<file path="config.mk">
export PLATFORM = sky130hd
export DESIGN_NAME = cvtf_threshold_faults
export DESIGN_NICKNAME = d
export VERILOG_FILES = /design/src/rtl/cvtf_delay_timer.v /design/src/rtl/cvtf_threshold_faults.v
export VERILOG_INCLUDE_DIRS = /design/src /design/src/rtl
export SDC_FILE = /design/constraint.sdc
export NUM_CORES = 1
export LEC_CHECK = 0
export BUFFER_PORTS_ARGS = -buffer_cell sky130_fd_sc_hd__buf_2
export CORE_ASPECT_RATIO = 0.9
export CORE_MARGIN = 2
export CORE_UTILIZATION = 32
export CTS_CLUSTER_DIAMETER = 30
export DETAILED_ROUTE_END_ITERATION = 16
export MAX_ROUTING_LAYER = met4
export PLACE_DENSITY = 0.52
export SLEW_MARGIN = 20
export SYNTH_ARGS = -nofsm -noshare
export SYNTH_HDL_FRONTEND = slang
export SYNTH_SLANG_ARGS = --single-unit
</file>
<file path="constraint.sdc">
create_clock -name core_clk -period 2.16 [get_ports core_clk]
set_input_delay 0.432 -clock core_clk [delete_from_list [all_inputs] [get_ports core_clk]]
set_output_delay 0.432 -clock core_clk [all_outputs]
set_load 0.02 [all_outputs]
</file>
<file path="src/rtl/cvtf_regs.vh">
// register map, field positions, reset values and timing counts of the cell threshold fault block
`ifndef CVTF_REGS_VH
`define CVTF_REGS_VH

`define CVTF_ADDR_LOW_RECOVERY_LO 8'h06
`define CVTF_ADDR_LOW_RECOVERY_HI 8'h07
`define CVTF_ADDR_HIGH_LOCKOUT_LO 8'h08
`define CVTF_ADDR_HIGH_LOCKOUT_HI 8'h09
`define CVTF_ADDR_LOW_LOCKOUT_LO 8'h0A
`define CVTF_ADDR_LOW_LOCKOUT_HI 8'h0B
`define CVTF_ADDR_FULL_CHARGE_LO 8'h0C
`define CVTF_ADDR_FULL_CHARGE_HI 8'h0D
`define CVTF_ADDR_FAULT_STATUS 8'h80
`define CVTF_ADDR_CELL_STATUS 8'h81

`define CVTF_RST_LOW_RECOVERY_LO 8'hFF
`define CVTF_RST_LOW_RECOVERY_HI 4'h9
`define CVTF_RST_HIGH_LOCKOUT_LO 8'h7F
`define CVTF_RST_HIGH_LOCKOUT_HI 4'hE
`define CVTF_RST_LOW_LOCKOUT_LO 8'h00
`define CVTF_RST_LOW_LOCKOUT_HI 4'h6
`define CVTF_RST_FULL_CHARGE_LO 8'hFF
`define CVTF_RST_FULL_CHARGE_HI 4'hD

`define CVTF_BIT_HIGH_LOCKOUT_FLAG 1
`define CVTF_BIT_LOW_FAULT_FLAG 2
`define CVTF_BIT_LOW_LOCKOUT_FLAG 3
`define CVTF_BIT_FULL_CHARGE_FLAG 7

`define CVTF_HIGH_LOCKOUT_OFF 12'hFFF
`define CVTF_LOW_LOCKOUT_OFF 12'h000
`define CVTF_LOCKOUT_COUNT 3'h5

`define CVTF_CLK_PERIOD_NS 5
`define CVTF_US_NS 1000
`define CVTF_CYCLES_PER_US (`CVTF_US_NS / `CVTF_CLK_PERIOD_NS)
`define CVTF_US_PER_MS 1000
`define CVTF_MS_PER_S 1000
`define CVTF_S_PER_MIN 60

`define CVTF_UNIT_US 2'h0
`define CVTF_UNIT_MS 2'h1
`define CVTF_UNIT_S 2'h2
`define CVTF_UNIT_MIN 2'h3

`endif

</file>
<file path="src/rtl/cvtf_delay_timer.v">
// delay timer: counts a 10-bit number of us/ms/s/min units while its condition holds
`timescale 1ns/100ps
`include "cvtf_regs.vh"
module cvtf_delay_timer #(
	parameter CYCLES_PER_US = `CVTF_CYCLES_PER_US,
	parameter US_PER_MS = `CVTF_US_PER_MS,
	parameter MS_PER_S = `CVTF_MS_PER_S,
	parameter S_PER_MIN = `CVTF_S_PER_MIN
) (
	input wire core_clk,
	input wire srst,
	input wire run,
	input wire [9:0] delayCount,
	input wire [1:0] delayUnit,
	output reg expired
);
	reg [15:0] cycCnt;
	reg [9:0] usCnt;
	reg [9:0] msCnt;
	reg [5:0] secCnt;
	reg [9:0] unitCnt;
	wire usTick;
	wire msTick;
	wire sTick;
	wire minTick;
	reg unitTick;

	assign usTick = (cycCnt == CYCLES_PER_US - 1);
	assign msTick = usTick && (usCnt == US_PER_MS - 1);
	assign sTick = msTick && (msCnt == MS_PER_S - 1);
	assign minTick = sTick && (secCnt == S_PER_MIN - 1);

	always @* begin
		case (delayUnit)
			`CVTF_UNIT_US: unitTick = usTick;
			`CVTF_UNIT_MS: unitTick = msTick;
			`CVTF_UNIT_S: unitTick = sTick;
			default: unitTick = minTick;
		endcase
	end

	// prescalers restart with the condition so each delay starts from a whole unit
	always @(posedge core_clk) begin
		if (srst || !run) begin
			cycCnt <= 16'h0000;
			usCnt <= 10'h000;
			msCnt <= 10'h000;
			secCnt <= 6'h00;
			unitCnt <= 10'h000;
			expired <= 1'b0;
		end else begin
			cycCnt <= usTick ? 16'h0000 : cycCnt + 16'h0001;
			if (usTick) begin
				usCnt <= msTick ? 10'h000 : usCnt + 10'h001;
			end
			if (msTick) begin
				msCnt <= sTick ? 10'h000 : msCnt + 10'h001;
			end
			if (sTick) begin
				secCnt <= minTick ? 6'h00 : secCnt + 6'h01;
			end
			if (unitCnt >= delayCount) begin
				expired <= 1'b1;
			end else if (unitTick) begin
				unitCnt <= unitCnt + 10'h001;
			end
		end
	end
endmodule

</file>
<file path="src/rtl/cvtf_threshold_faults.v">
// cell voltage threshold comparison, lockout and end-of-charge fault logic with its byte registers
//
// Summary of operation
// - low-recovery threshold at 0x06/0x07, reserved bits zero
// - low fault clears after recovery held for delay
// - low-recovery threshold ends undervoltage lockout
// - codes compared directly, same scaling everywhere
// - high-lockout threshold at 0x08/0x09, reserved zero
// - five high scans: lockout, charge and balance FETs off, shutdown
// - charge and precharge forced off during high lockout
// - high-lockout threshold 0xFFF disables detection
// - high lockout clears below high-recovery threshold
// - low-lockout threshold at 0x0A/0x0B, reserved zero
// - five low scans: lockout, discharge, balance off
// - low lockout forces powerdown when enabled
// - low-lockout threshold zero disables detection
// - full-charge level at 0x0C/0x0D, reserved zero
// - cell above level sets flag, output low
// - full charge steers balancing per configuration
// - low too long flags; discharge off when enabled, no host control
// - low delay is count times selected unit
`timescale 1ns/100ps
`include "cvtf_regs.vh"
module cvtf_threshold_faults #(
	parameter CELLS = 8,
	parameter CYCLES_PER_US = `CVTF_CYCLES_PER_US
) (
	input wire core_clk,
	input wire srst,
	input wire [7:0] regAddr,
	input wire regWrite,
	input wire [7:0] regWrData,
	input wire regRead,
	output reg [7:0] regRdData,
	input wire cellValid,
	input wire [11:0] cellCode,
	input wire cellLast,
	input wire [11:0] cellLowThreshold,
	input wire [11:0] highRecoveryThreshold,
	input wire [9:0] lowDelayCount,
	input wire [1:0] lowDelayUnit,
	input wire dischargeOffOnLowEnable,
	input wire hostFetControl,
	input wire lockoutPowerdownEnable,
	input wire balanceStopAtFull,
	input wire chargeRequest,
	input wire prechargeRequest,
	input wire dischargeRequest,
	input wire [CELLS-1:0] balanceRequest,
	output reg chargeFetDrive,
	output reg prechargeFetDrive,
	output reg dischargeFetDrive,
	output reg [CELLS-1:0] balanceFetDrive,
	output reg packShutdownOutput,
	output reg fullChargeN,
	output reg powerdownRequest,
	output reg lowFaultFlag,
	output reg highLockoutFlag,
	output reg lowLockoutFlag,
	output reg fullChargeFlag
);
	reg [7:0] lowRecoveryLo;
	reg [3:0] lowRecoveryHi;
	reg [7:0] highLockoutLo;
	reg [3:0] highLockoutHi;
	reg [7:0] lowLockoutLo;
	reg [3:0] lowLockoutHi;
	reg [7:0] fullChargeLo;
	reg [3:0] fullChargeHi;
	wire [11:0] lowRecoveryThreshold;
	wire [11:0] highLockoutThreshold;
	wire [11:0] lowLockoutThreshold;
	wire [11:0] fullChargeLevel;

	// per-scan accumulators, folded in as each cell arrives
	reg accAboveLockout;
	reg accBelowLockout;
	reg accBelowLow;
	reg accNotAboveRecovery;
	reg accNotBelowHighRecovery;
	reg accAboveFull;
	wire next_accAboveLockout;
	wire next_accBelowLockout;
	wire next_accBelowLow;
	wire next_accNotAboveRecovery;
	wire next_accNotBelowHighRecovery;
	wire next_accAboveFull;

	// results of the last finished scan, held until the next one ends
	reg scanBelowLow;
	reg scanAllAboveRecovery;
	wire scanEnd;

	reg [2:0] highLockoutCnt;
	reg [2:0] lowLockoutCnt;
	wire highLockoutOn;
	wire lowLockoutOn;

	reg lowFaultPrev;
	wire lowTimerRun;
	wire lowTimerExpired;
	reg [7:0] next_regRdData;

	assign lowRecoveryThreshold = {lowRecoveryHi, lowRecoveryLo};
	assign highLockoutThreshold = {highLockoutHi, highLockoutLo};
	assign lowLockoutThreshold = {lowLockoutHi, lowLockoutLo};
	assign fullChargeLevel = {fullChargeHi, fullChargeLo};

	assign highLockoutOn = (highLockoutThreshold != `CVTF_HIGH_LOCKOUT_OFF);
	assign lowLockoutOn = (lowLockoutThreshold != `CVTF_LOW_LOCKOUT_OFF);

	// all thresholds share the code-to-volt scaling, so raw codes compare directly
	assign next_accAboveLockout = accAboveLockout || (cellCode > highLockoutThreshold);
	assign next_accBelowLockout = accBelowLockout || (cellCode < lowLockoutThreshold);
	assign next_accBelowLow = accBelowLow || (cellCode < cellLowThreshold);
	assign next_accNotAboveRecovery = accNotAboveRecovery || (cellCode <= lowRecoveryThreshold);
	assign next_accNotBelowHighRecovery = accNotBelowHighRecovery || (cellCode >= highRecoveryThreshold);
	assign next_accAboveFull = accAboveFull || (cellCode > fullChargeLevel);
	assign scanEnd = cellValid && cellLast;

	// byte registers; reserved upper nibbles are not stored and read back as zero
	always @(posedge core_clk) begin
		if (srst) begin
			lowRecoveryLo <= `CVTF_RST_LOW_RECOVERY_LO;
			lowRecoveryHi <= `CVTF_RST_LOW_RECOVERY_HI;
			highLockoutLo <= `CVTF_RST_HIGH_LOCKOUT_LO;
			highLockoutHi <= `CVTF_RST_HIGH_LOCKOUT_HI;
			lowLockoutLo <= `CVTF_RST_LOW_LOCKOUT_LO;
			lowLockoutHi <= `CVTF_RST_LOW_LOCKOUT_HI;
			fullChargeLo <= `CVTF_RST_FULL_CHARGE_LO;
			fullChargeHi <= `CVTF_RST_FULL_CHARGE_HI;
		end else if (regWrite) begin
			case (regAddr)
				`CVTF_ADDR_LOW_RECOVERY_LO: lowRecoveryLo <= regWrData;
				`CVTF_ADDR_LOW_RECOVERY_HI: lowRecoveryHi <= regWrData[3:0];
				`CVTF_ADDR_HIGH_LOCKOUT_LO: highLockoutLo <= regWrData;
				`CVTF_ADDR_HIGH_LOCKOUT_HI: highLockoutHi <= regWrData[3:0];
				`CVTF_ADDR_LOW_LOCKOUT_LO: lowLockoutLo <= regWrData;
				`CVTF_ADDR_LOW_LOCKOUT_HI: lowLockoutHi <= regWrData[3:0];
				`CVTF_ADDR_FULL_CHARGE_LO: fullChargeLo <= regWrData;
				`CVTF_ADDR_FULL_CHARGE_HI: fullChargeHi <= regWrData[3:0];
				default: begin
				end
			endcase
		end
	end

	always @* begin
		case (regAddr)
			`CVTF_ADDR_LOW_RECOVERY_LO: next_regRdData = lowRecoveryLo;
			`CVTF_ADDR_LOW_RECOVERY_HI: next_regRdData = {4'h0, lowRecoveryHi};
			`CVTF_ADDR_HIGH_LOCKOUT_LO: next_regRdData = highLockoutLo;
			`CVTF_ADDR_HIGH_LOCKOUT_HI: next_regRdData = {4'h0, highLockoutHi};
			`CVTF_ADDR_LOW_LOCKOUT_LO: next_regRdData = lowLockoutLo;
			`CVTF_ADDR_LOW_LOCKOUT_HI: next_regRdData = {4'h0, lowLockoutHi};
			`CVTF_ADDR_FULL_CHARGE_LO: next_regRdData = fullChargeLo;
			`CVTF_ADDR_FULL_CHARGE_HI: next_regRdData = {4'h0, fullChargeHi};
			`CVTF_ADDR_FAULT_STATUS: begin
				next_regRdData = 8'h00;
				next_regRdData[`CVTF_BIT_HIGH_LOCKOUT_FLAG] = highLockoutFlag;
				next_regRdData[`CVTF_BIT_LOW_FAULT_FLAG] = lowFaultFlag;
				next_regRdData[`CVTF_BIT_LOW_LOCKOUT_FLAG] = lowLockoutFlag;
			end
			`CVTF_ADDR_CELL_STATUS: begin
				next_regRdData = 8'h00;
				next_regRdData[`CVTF_BIT_FULL_CHARGE_FLAG] = fullChargeFlag;
			end
			default: next_regRdData = 8'h00;
		endcase
	end

	always @(posedge core_clk) begin
		if (srst) begin
			regRdData <= 8'h00;
		end else if (regRead) begin
			regRdData <= next_regRdData;
		end
	end

	// a scan is the run of measurements ending with cellLast; the accumulators restart after it
	always @(posedge core_clk) begin
		if (srst || scanEnd) begin
			accAboveLockout <= 1'b0;
			accBelowLockout <= 1'b0;
			accBelowLow <= 1'b0;
			accNotAboveRecovery <= 1'b0;
			accNotBelowHighRecovery <= 1'b0;
			accAboveFull <= 1'b0;
		end else if (cellValid) begin
			accAboveLockout <= next_accAboveLockout;
			accBelowLockout <= next_accBelowLockout;
			accBelowLow <= next_accBelowLow;
			accNotAboveRecovery <= next_accNotAboveRecovery;
			accNotBelowHighRecovery <= next_accNotBelowHighRecovery;
			accAboveFull <= next_accAboveFull;
		end
	end

	// lockout counters: consecutive failing scans; any passing scan starts over
	always @(posedge core_clk) begin
		if (srst) begin
			highLockoutCnt <= 3'h0;
			lowLockoutCnt <= 3'h0;
			highLockoutFlag <= 1'b0;
			lowLockoutFlag <= 1'b0;
			fullChargeFlag <= 1'b0;
			scanBelowLow <= 1'b0;
			scanAllAboveRecovery <= 1'b0;
		end else if (scanEnd) begin
			scanBelowLow <= next_accBelowLow;
			scanAllAboveRecovery <= !next_accNotAboveRecovery;
			fullChargeFlag <= next_accAboveFull;
			if (next_accAboveLockout && highLockoutOn) begin
				if (highLockoutCnt != `CVTF_LOCKOUT_COUNT) begin
					highLockoutCnt <= highLockoutCnt + 3'h1;
				end
			end else begin
				highLockoutCnt <= 3'h0;
			end
			if (next_accBelowLockout && lowLockoutOn) begin
				if (lowLockoutCnt != `CVTF_LOCKOUT_COUNT) begin
					lowLockoutCnt <= lowLockoutCnt + 3'h1;
				end
			end else begin
				lowLockoutCnt <= 3'h0;
			end
			// entry beats exit when both would happen on the same scan
			if (next_accAboveLockout && highLockoutOn && highLockoutCnt == `CVTF_LOCKOUT_COUNT - 3'h1) begin
				highLockoutFlag <= 1'b1;
			end else if (!next_accNotBelowHighRecovery) begin
				highLockoutFlag <= 1'b0;
			end
			if (next_accBelowLockout && lowLockoutOn && lowLockoutCnt == `CVTF_LOCKOUT_COUNT - 3'h1) begin
				lowLockoutFlag <= 1'b1;
			end else if (!next_accNotAboveRecovery) begin
				lowLockoutFlag <= 1'b0;
			end
		end
	end

	// one timer serves both directions: entry while clear, recovery while set;
	// the cycle after the flag flips holds it idle so the other direction starts from zero
	assign lowTimerRun = (lowFaultFlag == lowFaultPrev) && (lowFaultFlag ? scanAllAboveRecovery : scanBelowLow);

	cvtf_delay_timer #(
		.CYCLES_PER_US(CYCLES_PER_US)
	) lowDelay (
		.core_clk(core_clk),
		.srst(srst),
		.run(lowTimerRun),
		.delayCount(lowDelayCount),
		.delayUnit(lowDelayUnit),
		.expired(lowTimerExpired)
	);

	always @(posedge core_clk) begin
		if (srst) begin
			lowFaultFlag <= 1'b0;
			lowFaultPrev <= 1'b0;
		end else begin
			lowFaultPrev <= lowFaultFlag;
			if (lowTimerRun && lowTimerExpired) begin
				lowFaultFlag <= !lowFaultFlag;
			end
		end
	end

	// output drives; high lockout forces charge, precharge and balance off, low lockout discharge and balance; the low fault only when auto control applies
	always @(posedge core_clk) begin
		if (srst) begin
			chargeFetDrive <= 1'b0;
			prechargeFetDrive <= 1'b0;
			dischargeFetDrive <= 1'b0;
			balanceFetDrive <= {CELLS{1'b0}};
			packShutdownOutput <= 1'b0;
			fullChargeN <= 1'b1;
			powerdownRequest <= 1'b0;
		end else begin
			chargeFetDrive <= chargeRequest && !highLockoutFlag;
			prechargeFetDrive <= prechargeRequest && !highLockoutFlag;
			dischargeFetDrive <= dischargeRequest && !lowLockoutFlag
				&& !(lowFaultFlag && dischargeOffOnLowEnable && !hostFetControl);
			if (highLockoutFlag || lowLockoutFlag || (balanceStopAtFull && fullChargeFlag)) begin
				balanceFetDrive <= {CELLS{1'b0}};
			end else begin
				balanceFetDrive <= balanceRequest;
			end
			packShutdownOutput <= highLockoutFlag;
			fullChargeN <= !fullChargeFlag;
			powerdownRequest <= lowLockoutFlag && lockoutPowerdownEnable;
		end
	end
endmodule

</file>
=== After elaboration in Yosys (flattened, before gate mapping) ===
Index checks and enable logic that the tools add are counted.

* Flip-flop bits (word level): 142
* Input bits: 85

* Bitwise operators: 1
* Equality and inequality tests: 26
* Multiplexer cells: 14
* $lt $le $gt $ge: 7
* Add/sub/neg operators: 7
* Reductions and logical operators: 53

{| class="wikitable"
|+ Operator list
! kind !! count
|-
| $pmux W8 S10 || 1
|-
| $eq A8 B4 Y1 const B || 6
|-
| $add A10 B1 Y10 const B || 3
|-
| $reduce_and A2 Y1 || 13
|-
| $gt A12 B12 Y1 || 2
|-
| $lt A12 B12 Y1 || 2
|-
| $eq A10 B10 Y1 const B || 2
|-
| $mux W10 || 2
|-
| $logic_and A1 B1 Y1 || 18
|-
| $add A16 B1 Y16 const B || 1
|-
| $eq A16 B8 Y1 const B || 1
|-
| $eq A8 B3 Y1 const B || 2
|-
| $eq A8 B8 Y1 const B || 2
|-
| $ge A12 B12 Y1 || 1
|-
| $le A12 B12 Y1 || 1
|-
| $mux W3 || 4
|-
| $ne A12 B12 Y1 const B || 1
|-
| $reduce_bool A12 Y1 || 1
|-
| $ge A10 B10 Y1 || 1
|-
| $logic_or A1 B1 Y1 || 10
|-
| $logic_not A1 Y1 || 8
|-
| $ne A2 B1 Y1 const B || 4
|-
| $add A3 B1 Y3 const B || 2
|-
| $add A6 B1 Y6 const B || 1
|-
| other kinds (12) || 19
|}

=== Depth between registers and ports, before layout ===
* Depth after elaboration: 6
* Mapped depth: 10

=== Modules after synthesis ===
Synthesis repeated with hierarchy kept, for this count alone.

* Cells, all modules: 1,002
* Area, all modules: 8,399.3 µm²

{| class="wikitable"
|+ Modules (own cells, without submodules)
! module !! cells an instance !! area each (µm²) !! times used !! sequential area each (µm²)
|-
| cvtf_threshold_faults || 675 || 5,631.7 || 1 || 1,781.7
|-
| cvtf_delay_timer || 327 || 2,767.7 || 1 || 1,061.0
|}

=== Least setup slack after synthesis ===
OpenSTA, ideal clock, no wires.

* Path kind: input to register
* Start point: in lowDelayCount[2]
* End point: reg lowDelay.unitCnt[8]
* Cell stages on the path: 9
* Library setup time: 0.128 ns
* Buffers on the path: 0
* Arrival time: 2.002 ns
* Slack: 0.030 ns
* Data required time: 2.032 ns
* Path through: inv_1 > ha_1 > a21oi_1 > o21ai_0 > a221oi_2 > o211ai_4 > nor4_1 > xnor2_1 > nor2_1

* Longest elaborated chain between the ends: 3

{| class="wikitable"
|+ RTL lines
! what !! line !! source
|-
| from (decl) || cvtf_threshold_faults.v:40 || <nowiki>input wire [9:0] lowDelayCount,</nowiki>
|-
| $ge A10 B10 Y1 || cvtf_delay_timer.v:62 || <nowiki>if (unitCnt >= delayCount) begin</nowiki>
|-
| $not A1 Y1 (no line) || n/a ||
|-
| $reduce_and A2 Y1 (no line) || n/a ||
|-
| to (signal assigned) || cvtf_delay_timer.v:65 || <nowiki>unitCnt <= unitCnt + 10'h001;</nowiki>
|-
| to (decl) || cvtf_delay_timer.v:21 || <nowiki>reg [9:0] unitCnt;</nowiki>
|}

Every way passes these cells.
A chain may end at the register's enable or synchronous reset.

=== Worst setup path after layout ===
* Start point: reg lowDelay.unitCnt[0]
* End point: reg lowDelay.unitCnt[7]

* Longest elaborated chain between the ends: 3

{| class="wikitable"
|+ RTL lines
! what !! line
|-
| $ge A10 B10 Y1 || cvtf_delay_timer.v:62
|-
| $not A1 Y1 (no line) || n/a
|-
| $reduce_and A2 Y1 (no line) || n/a
|}

Several ways; a longest one is shown, not always the timed one.

==> results.sh <==
export IMPL_clock_latency_ps=430
export IMPL_drtAntennaViolNets=0
export IMPL_cts_tree="yes"
export IMPL_worst_clock_skew_ps=12.4
export IMPL_yosysSeqAreaShare=0.346
export IMPL_dp_cells=1509
export IMPL_cpPeakStageDelay_ps=330
export IMPL_fmax_mhz=482
export IMPL_wl_per_cell_um=15.5
export IMPL_synthesis_area_um2=8200
export IMPL_pre_cts_ws_ps=-186
export IMPL_grt_pass1_wl_um=38700
export IMPL_final_util=0.420
export IMPL_antenna_found_initial=0
export IMPL_fp_dieArea_um2=26900
export IMPL_start_util=0.326
export IMPL_slew_headroom=0.613
export IMPL_crit_path_start_kind="flop"
export IMPL_yosys_warnings=0
export IMPL_worst_slack_ps=85.9
export IMPL_ys_top_cells_by_area="dfxtp_1, ha_1, nand2_1, nor2_1, inv_1"
export IMPL_fin_crit_sh=0.960
export IMPL_whs_ps=195
export IMPL_drt_wl_total_um=23900
export IMPL_drive_above_1_share=0.245
export IMPL_crit_fanout=9
export IMPL_synthFlopType="dfxtp_1"
export IMPL_overflow=0
export IMPL_yosysTopAreaCell="dfxtp_1"
export IMPL_cap_viol_max_count=0
export IMPL_critPathKind="reg -> reg"
export IMPL_ir_drop_mv=0.541
export IMPL_vias_per_cell=4.90
export IMPL_netlist_instances=985
export IMPL_period_needed_ps=2070
export IMPL_area_growth_pct=28.9
export IMPL_portBuffers=110
export IMPL_die_w_um=173
export IMPL_synth_top_area_frac=0.346
export IMPL_critical_path_required_ps=2480
export IMPL_power_leakage_uw=0.00481
export IMPL_crit_arrival_ps=2390
export IMPL_crit_chain="inv_1 > ha_1 > nor2b_1 > o21ai_0 > a221oi_2 > buf_4 > o211ai_4 > nor4_1 > xnor2_1 > nor2_1"
export IMPL_coreArea_um2=25200
export IMPL_worstMarginPinSlew_ps=579
export IMPL_setup_viol=0
export IMPL_route_detailed_drc=0
export IMPL_die_h_um=156
export IMPL_final_nets=1364
export IMPL_hold_class="in -> reg"
export IMPL_io_pins=111
export IMPL_antenna_cells=0
export IMPL_fin_cells=1543
export IMPL_drtIter0Drc=520
export IMPL_nFillCells=2603
export IMPL_timing_hold_violations_final=0
export IMPL_ctsHoldBuffers=0
export IMPL_avgSynthCellArea_um2=8.33
export IMPL_grt_max_degree=31
export IMPL_place_hpwl_um=18500
export IMPL_status="completed"
export IMPL_numCtsBuffers=17
export IMPL_drv_slew=0
export IMPL_synth_distinct_cells=69
export IMPL_ys_ff_latch=142
export IMPL_synth_async_reset_ratio=0
export IMPL_dr_pass1_iters=5
export IMPL_grt_pass1_vias=7113
export IMPL_clock_sinks=142
export IMPL_rows=55
export IMPL_critPathSlowestCell="dfxtp_1"
export IMPL_rsz0062_at_grt="true"
export IMPL_path_clk_slew_ps=70
export IMPL_routabilityCongestion=0.855
export IMPL_root_buffer="clkbuf_16"
export IMPL_critPathCaptureType="flop"
export IMPL_synth_edf_count=0
export IMPL_cts_buffer_depth=2
export IMPL_power_density_nw_per_um2=599
export IMPL_h_tree_depth=4
export IMPL_grtUsageTotal=0.186
export IMPL_syn_nets=1161
export IMPL_num_vias=7562
path summary, 6_finish.rpt:
check                            from                   to  slack [ps]  depth (start not counted)
setup / recovery  lowDelay.unitCnt[0]  lowDelay.unitCnt[7]          90                         10
hold / removal      balanceRequest[1]   balanceFetDrive[1]         190                          2
setup reg to reg  lowDelay.unitCnt[0]  lowDelay.unitCnt[7]          90                         10
hold reg to reg          regRdData[0]         regRdData[0]         450                          2
synthesized netlist by cell type, types with 3 or more instances:
| master | number |
|---|---|
| a2111oi_0 | 3 |
| a211o_1 | 3 |
| a21o_1 | 13 |
| a21oi_1 | 49 |
| a221o_1 | 3 |
| a221oi_1 | 7 |
| a22oi_1 | 4 |
| a31oi_1 | 7 |
| and2_1 | 12 |
| and3_1 | 9 |
| and4_1 | 3 |
| buf_1 | 3 |
| buf_2 | 5 |
| clkbuf_1 | 23 |
| dfxtp_1 | 142 |
| ha_1 | 91 |
| inv_1 | 93 |
| mux2i_1 | 26 |
| nand2_1 | 112 |
| nand2b_1 | 8 |
| nand3_1 | 36 |
| nand4_1 | 28 |
| nor2_1 | 95 |
| nor2b_1 | 9 |
| nor3_1 | 20 |
| nor3b_1 | 4 |
| nor4_1 | 15 |
| nor4b_1 | 3 |
| o2111ai_1 | 3 |
| o211ai_1 | 29 |
| o21ai_0 | 28 |
| o31ai_1 | 3 |
| o41ai_1 | 3 |
| or2_2 | 3 |
| or3_1 | 10 |
| xnor2_1 | 20 |
| xor2_1 | 17 |
sequential cells by signal, indices dropped and copies added (netlist names), 4 cells and up:
| register | count |
|---|---|
| lowRecoveryHi | 4 |
| lowDelay.cycCnt | 16 |
| lowLockoutHi | 4 |
| lowRecoveryLo | 8 |
| lowDelay.msCnt | 10 |
| highLockoutLo | 8 |
| lowDelay.usCnt | 10 |
| lowLockoutLo | 8 |
| balanceFetDrive | 8 |
| lowDelay.secCnt | 6 |
| regRdData | 8 |
| highLockoutHi | 4 |
| fullChargeLo | 8 |
| fullChargeHi | 4 |
| lowDelay.unitCnt | 10 |
where the power goes:
part | leakage [uW] | switching (uW) | internal [uW] | total [uW]
registers | 0.00115 | 18.8 | 2650 | 2670
clock network | 0.000287 | 1290 | 1740 | 3030
logic | 0.00338 | 360 | 278 | 638
total | 0.00481 | 1670 | 4670 | 6340
layout by cell type (no fill, tap or decap), drive strengths merged, types with 3 or more instances in the layout:
cell,synthesis,routed
nand2,112,112
nor4,17,17
xor2,17,17
a31oi,7,7
and3,9,9
o2111ai,3,3
o31ai,3,3
nor2b,9,9
a22oi,4,4
a32o,3,3
o41ai,3,3
o21ai,28,28
buf,12,219
ha,91,91
nor4b,3,3
nand3,37,37
dfxtp,142,142
and4,3,3
a221o,3,3
a21o,13,13
inv,94,103
nor3b,4,4
a2111oi,3,3
nand2b,8,8
or3,10,10
a221oi,8,8
clkbuf,23,17
nor2,96,96
and2,13,13
or2,4,4
o211ai,30,30
xnor2,20,20
mux2i,26,26
a211o,3,3
nor3,22,22
a21oi,49,49
clkinvlp,0,3
nand4,28,28
area by class of cell:
| cell class | instances | area [um^2] | area share |
|---|---|---|---|
| clock buffer | 17 | 425 | 0.0402 |
| tap | 342 | 428 | 0.0404 |
| inverter | 94 | 353 | 0.0334 |
| sequential | 142 | 2850 | 0.269 |
| multi-input combinational | 714 | 4970 | 0.470 |
| clock inverter | 15 | 174 | 0.0164 |
| timing repair buffer | 219 | 1380 | 0.131 |
critical path: cells and delay by family, from the launching register on:
kind	cells	cell delay [ps]
buf+inv	2	220
xor+xnor	1	160
fa+ha+maj	1	260
flops	1	330
simple gates	3	480
compound gates	3	510
per-stage QoR:
step / cell area (um^2) / total power, uW / TNS, ps
3_5_place_dp: 9840 / 3350 / -2500
5_1_grt: 10600 / 6630 / -149
4_1_cts: 10400 / 6400 / 0
2_1_floorplan: 8200 / 3040 / 0
6_report: 10600 / 6340 / 0
3_3_place_gp: 9840 / 3350 / -2070
kinds of logic after synthesis:
kind of cell,after synthesis,synth area share
compound gates,177,0.147
xor+xnor,37,0.0395
fa+ha+maj,91,0.139
buf+inv,129,0.0625
flops,142,0.347
mux,27,0.0331
simple gates,382,0.233
timing repair:
action / CTS / global route
setup endpoints to repair: 1 / 20
pin swaps: 1 / 8
setup buffers: 0 / 2
gates resized for setup: 3 / 28
layer usage:
metal	track usage	part of all wire	routed length, um	up-vias
li1	-	-	-	3885
met1	0.278	0.54	12800	3461
met2	0.257	0.40	9520	200
met3	0.0292	0.051	1220	16
met4	0.0444	0.013	301	0
met5	-	0	0	-
No activity file was read; power rests on OpenSTA's default activity.
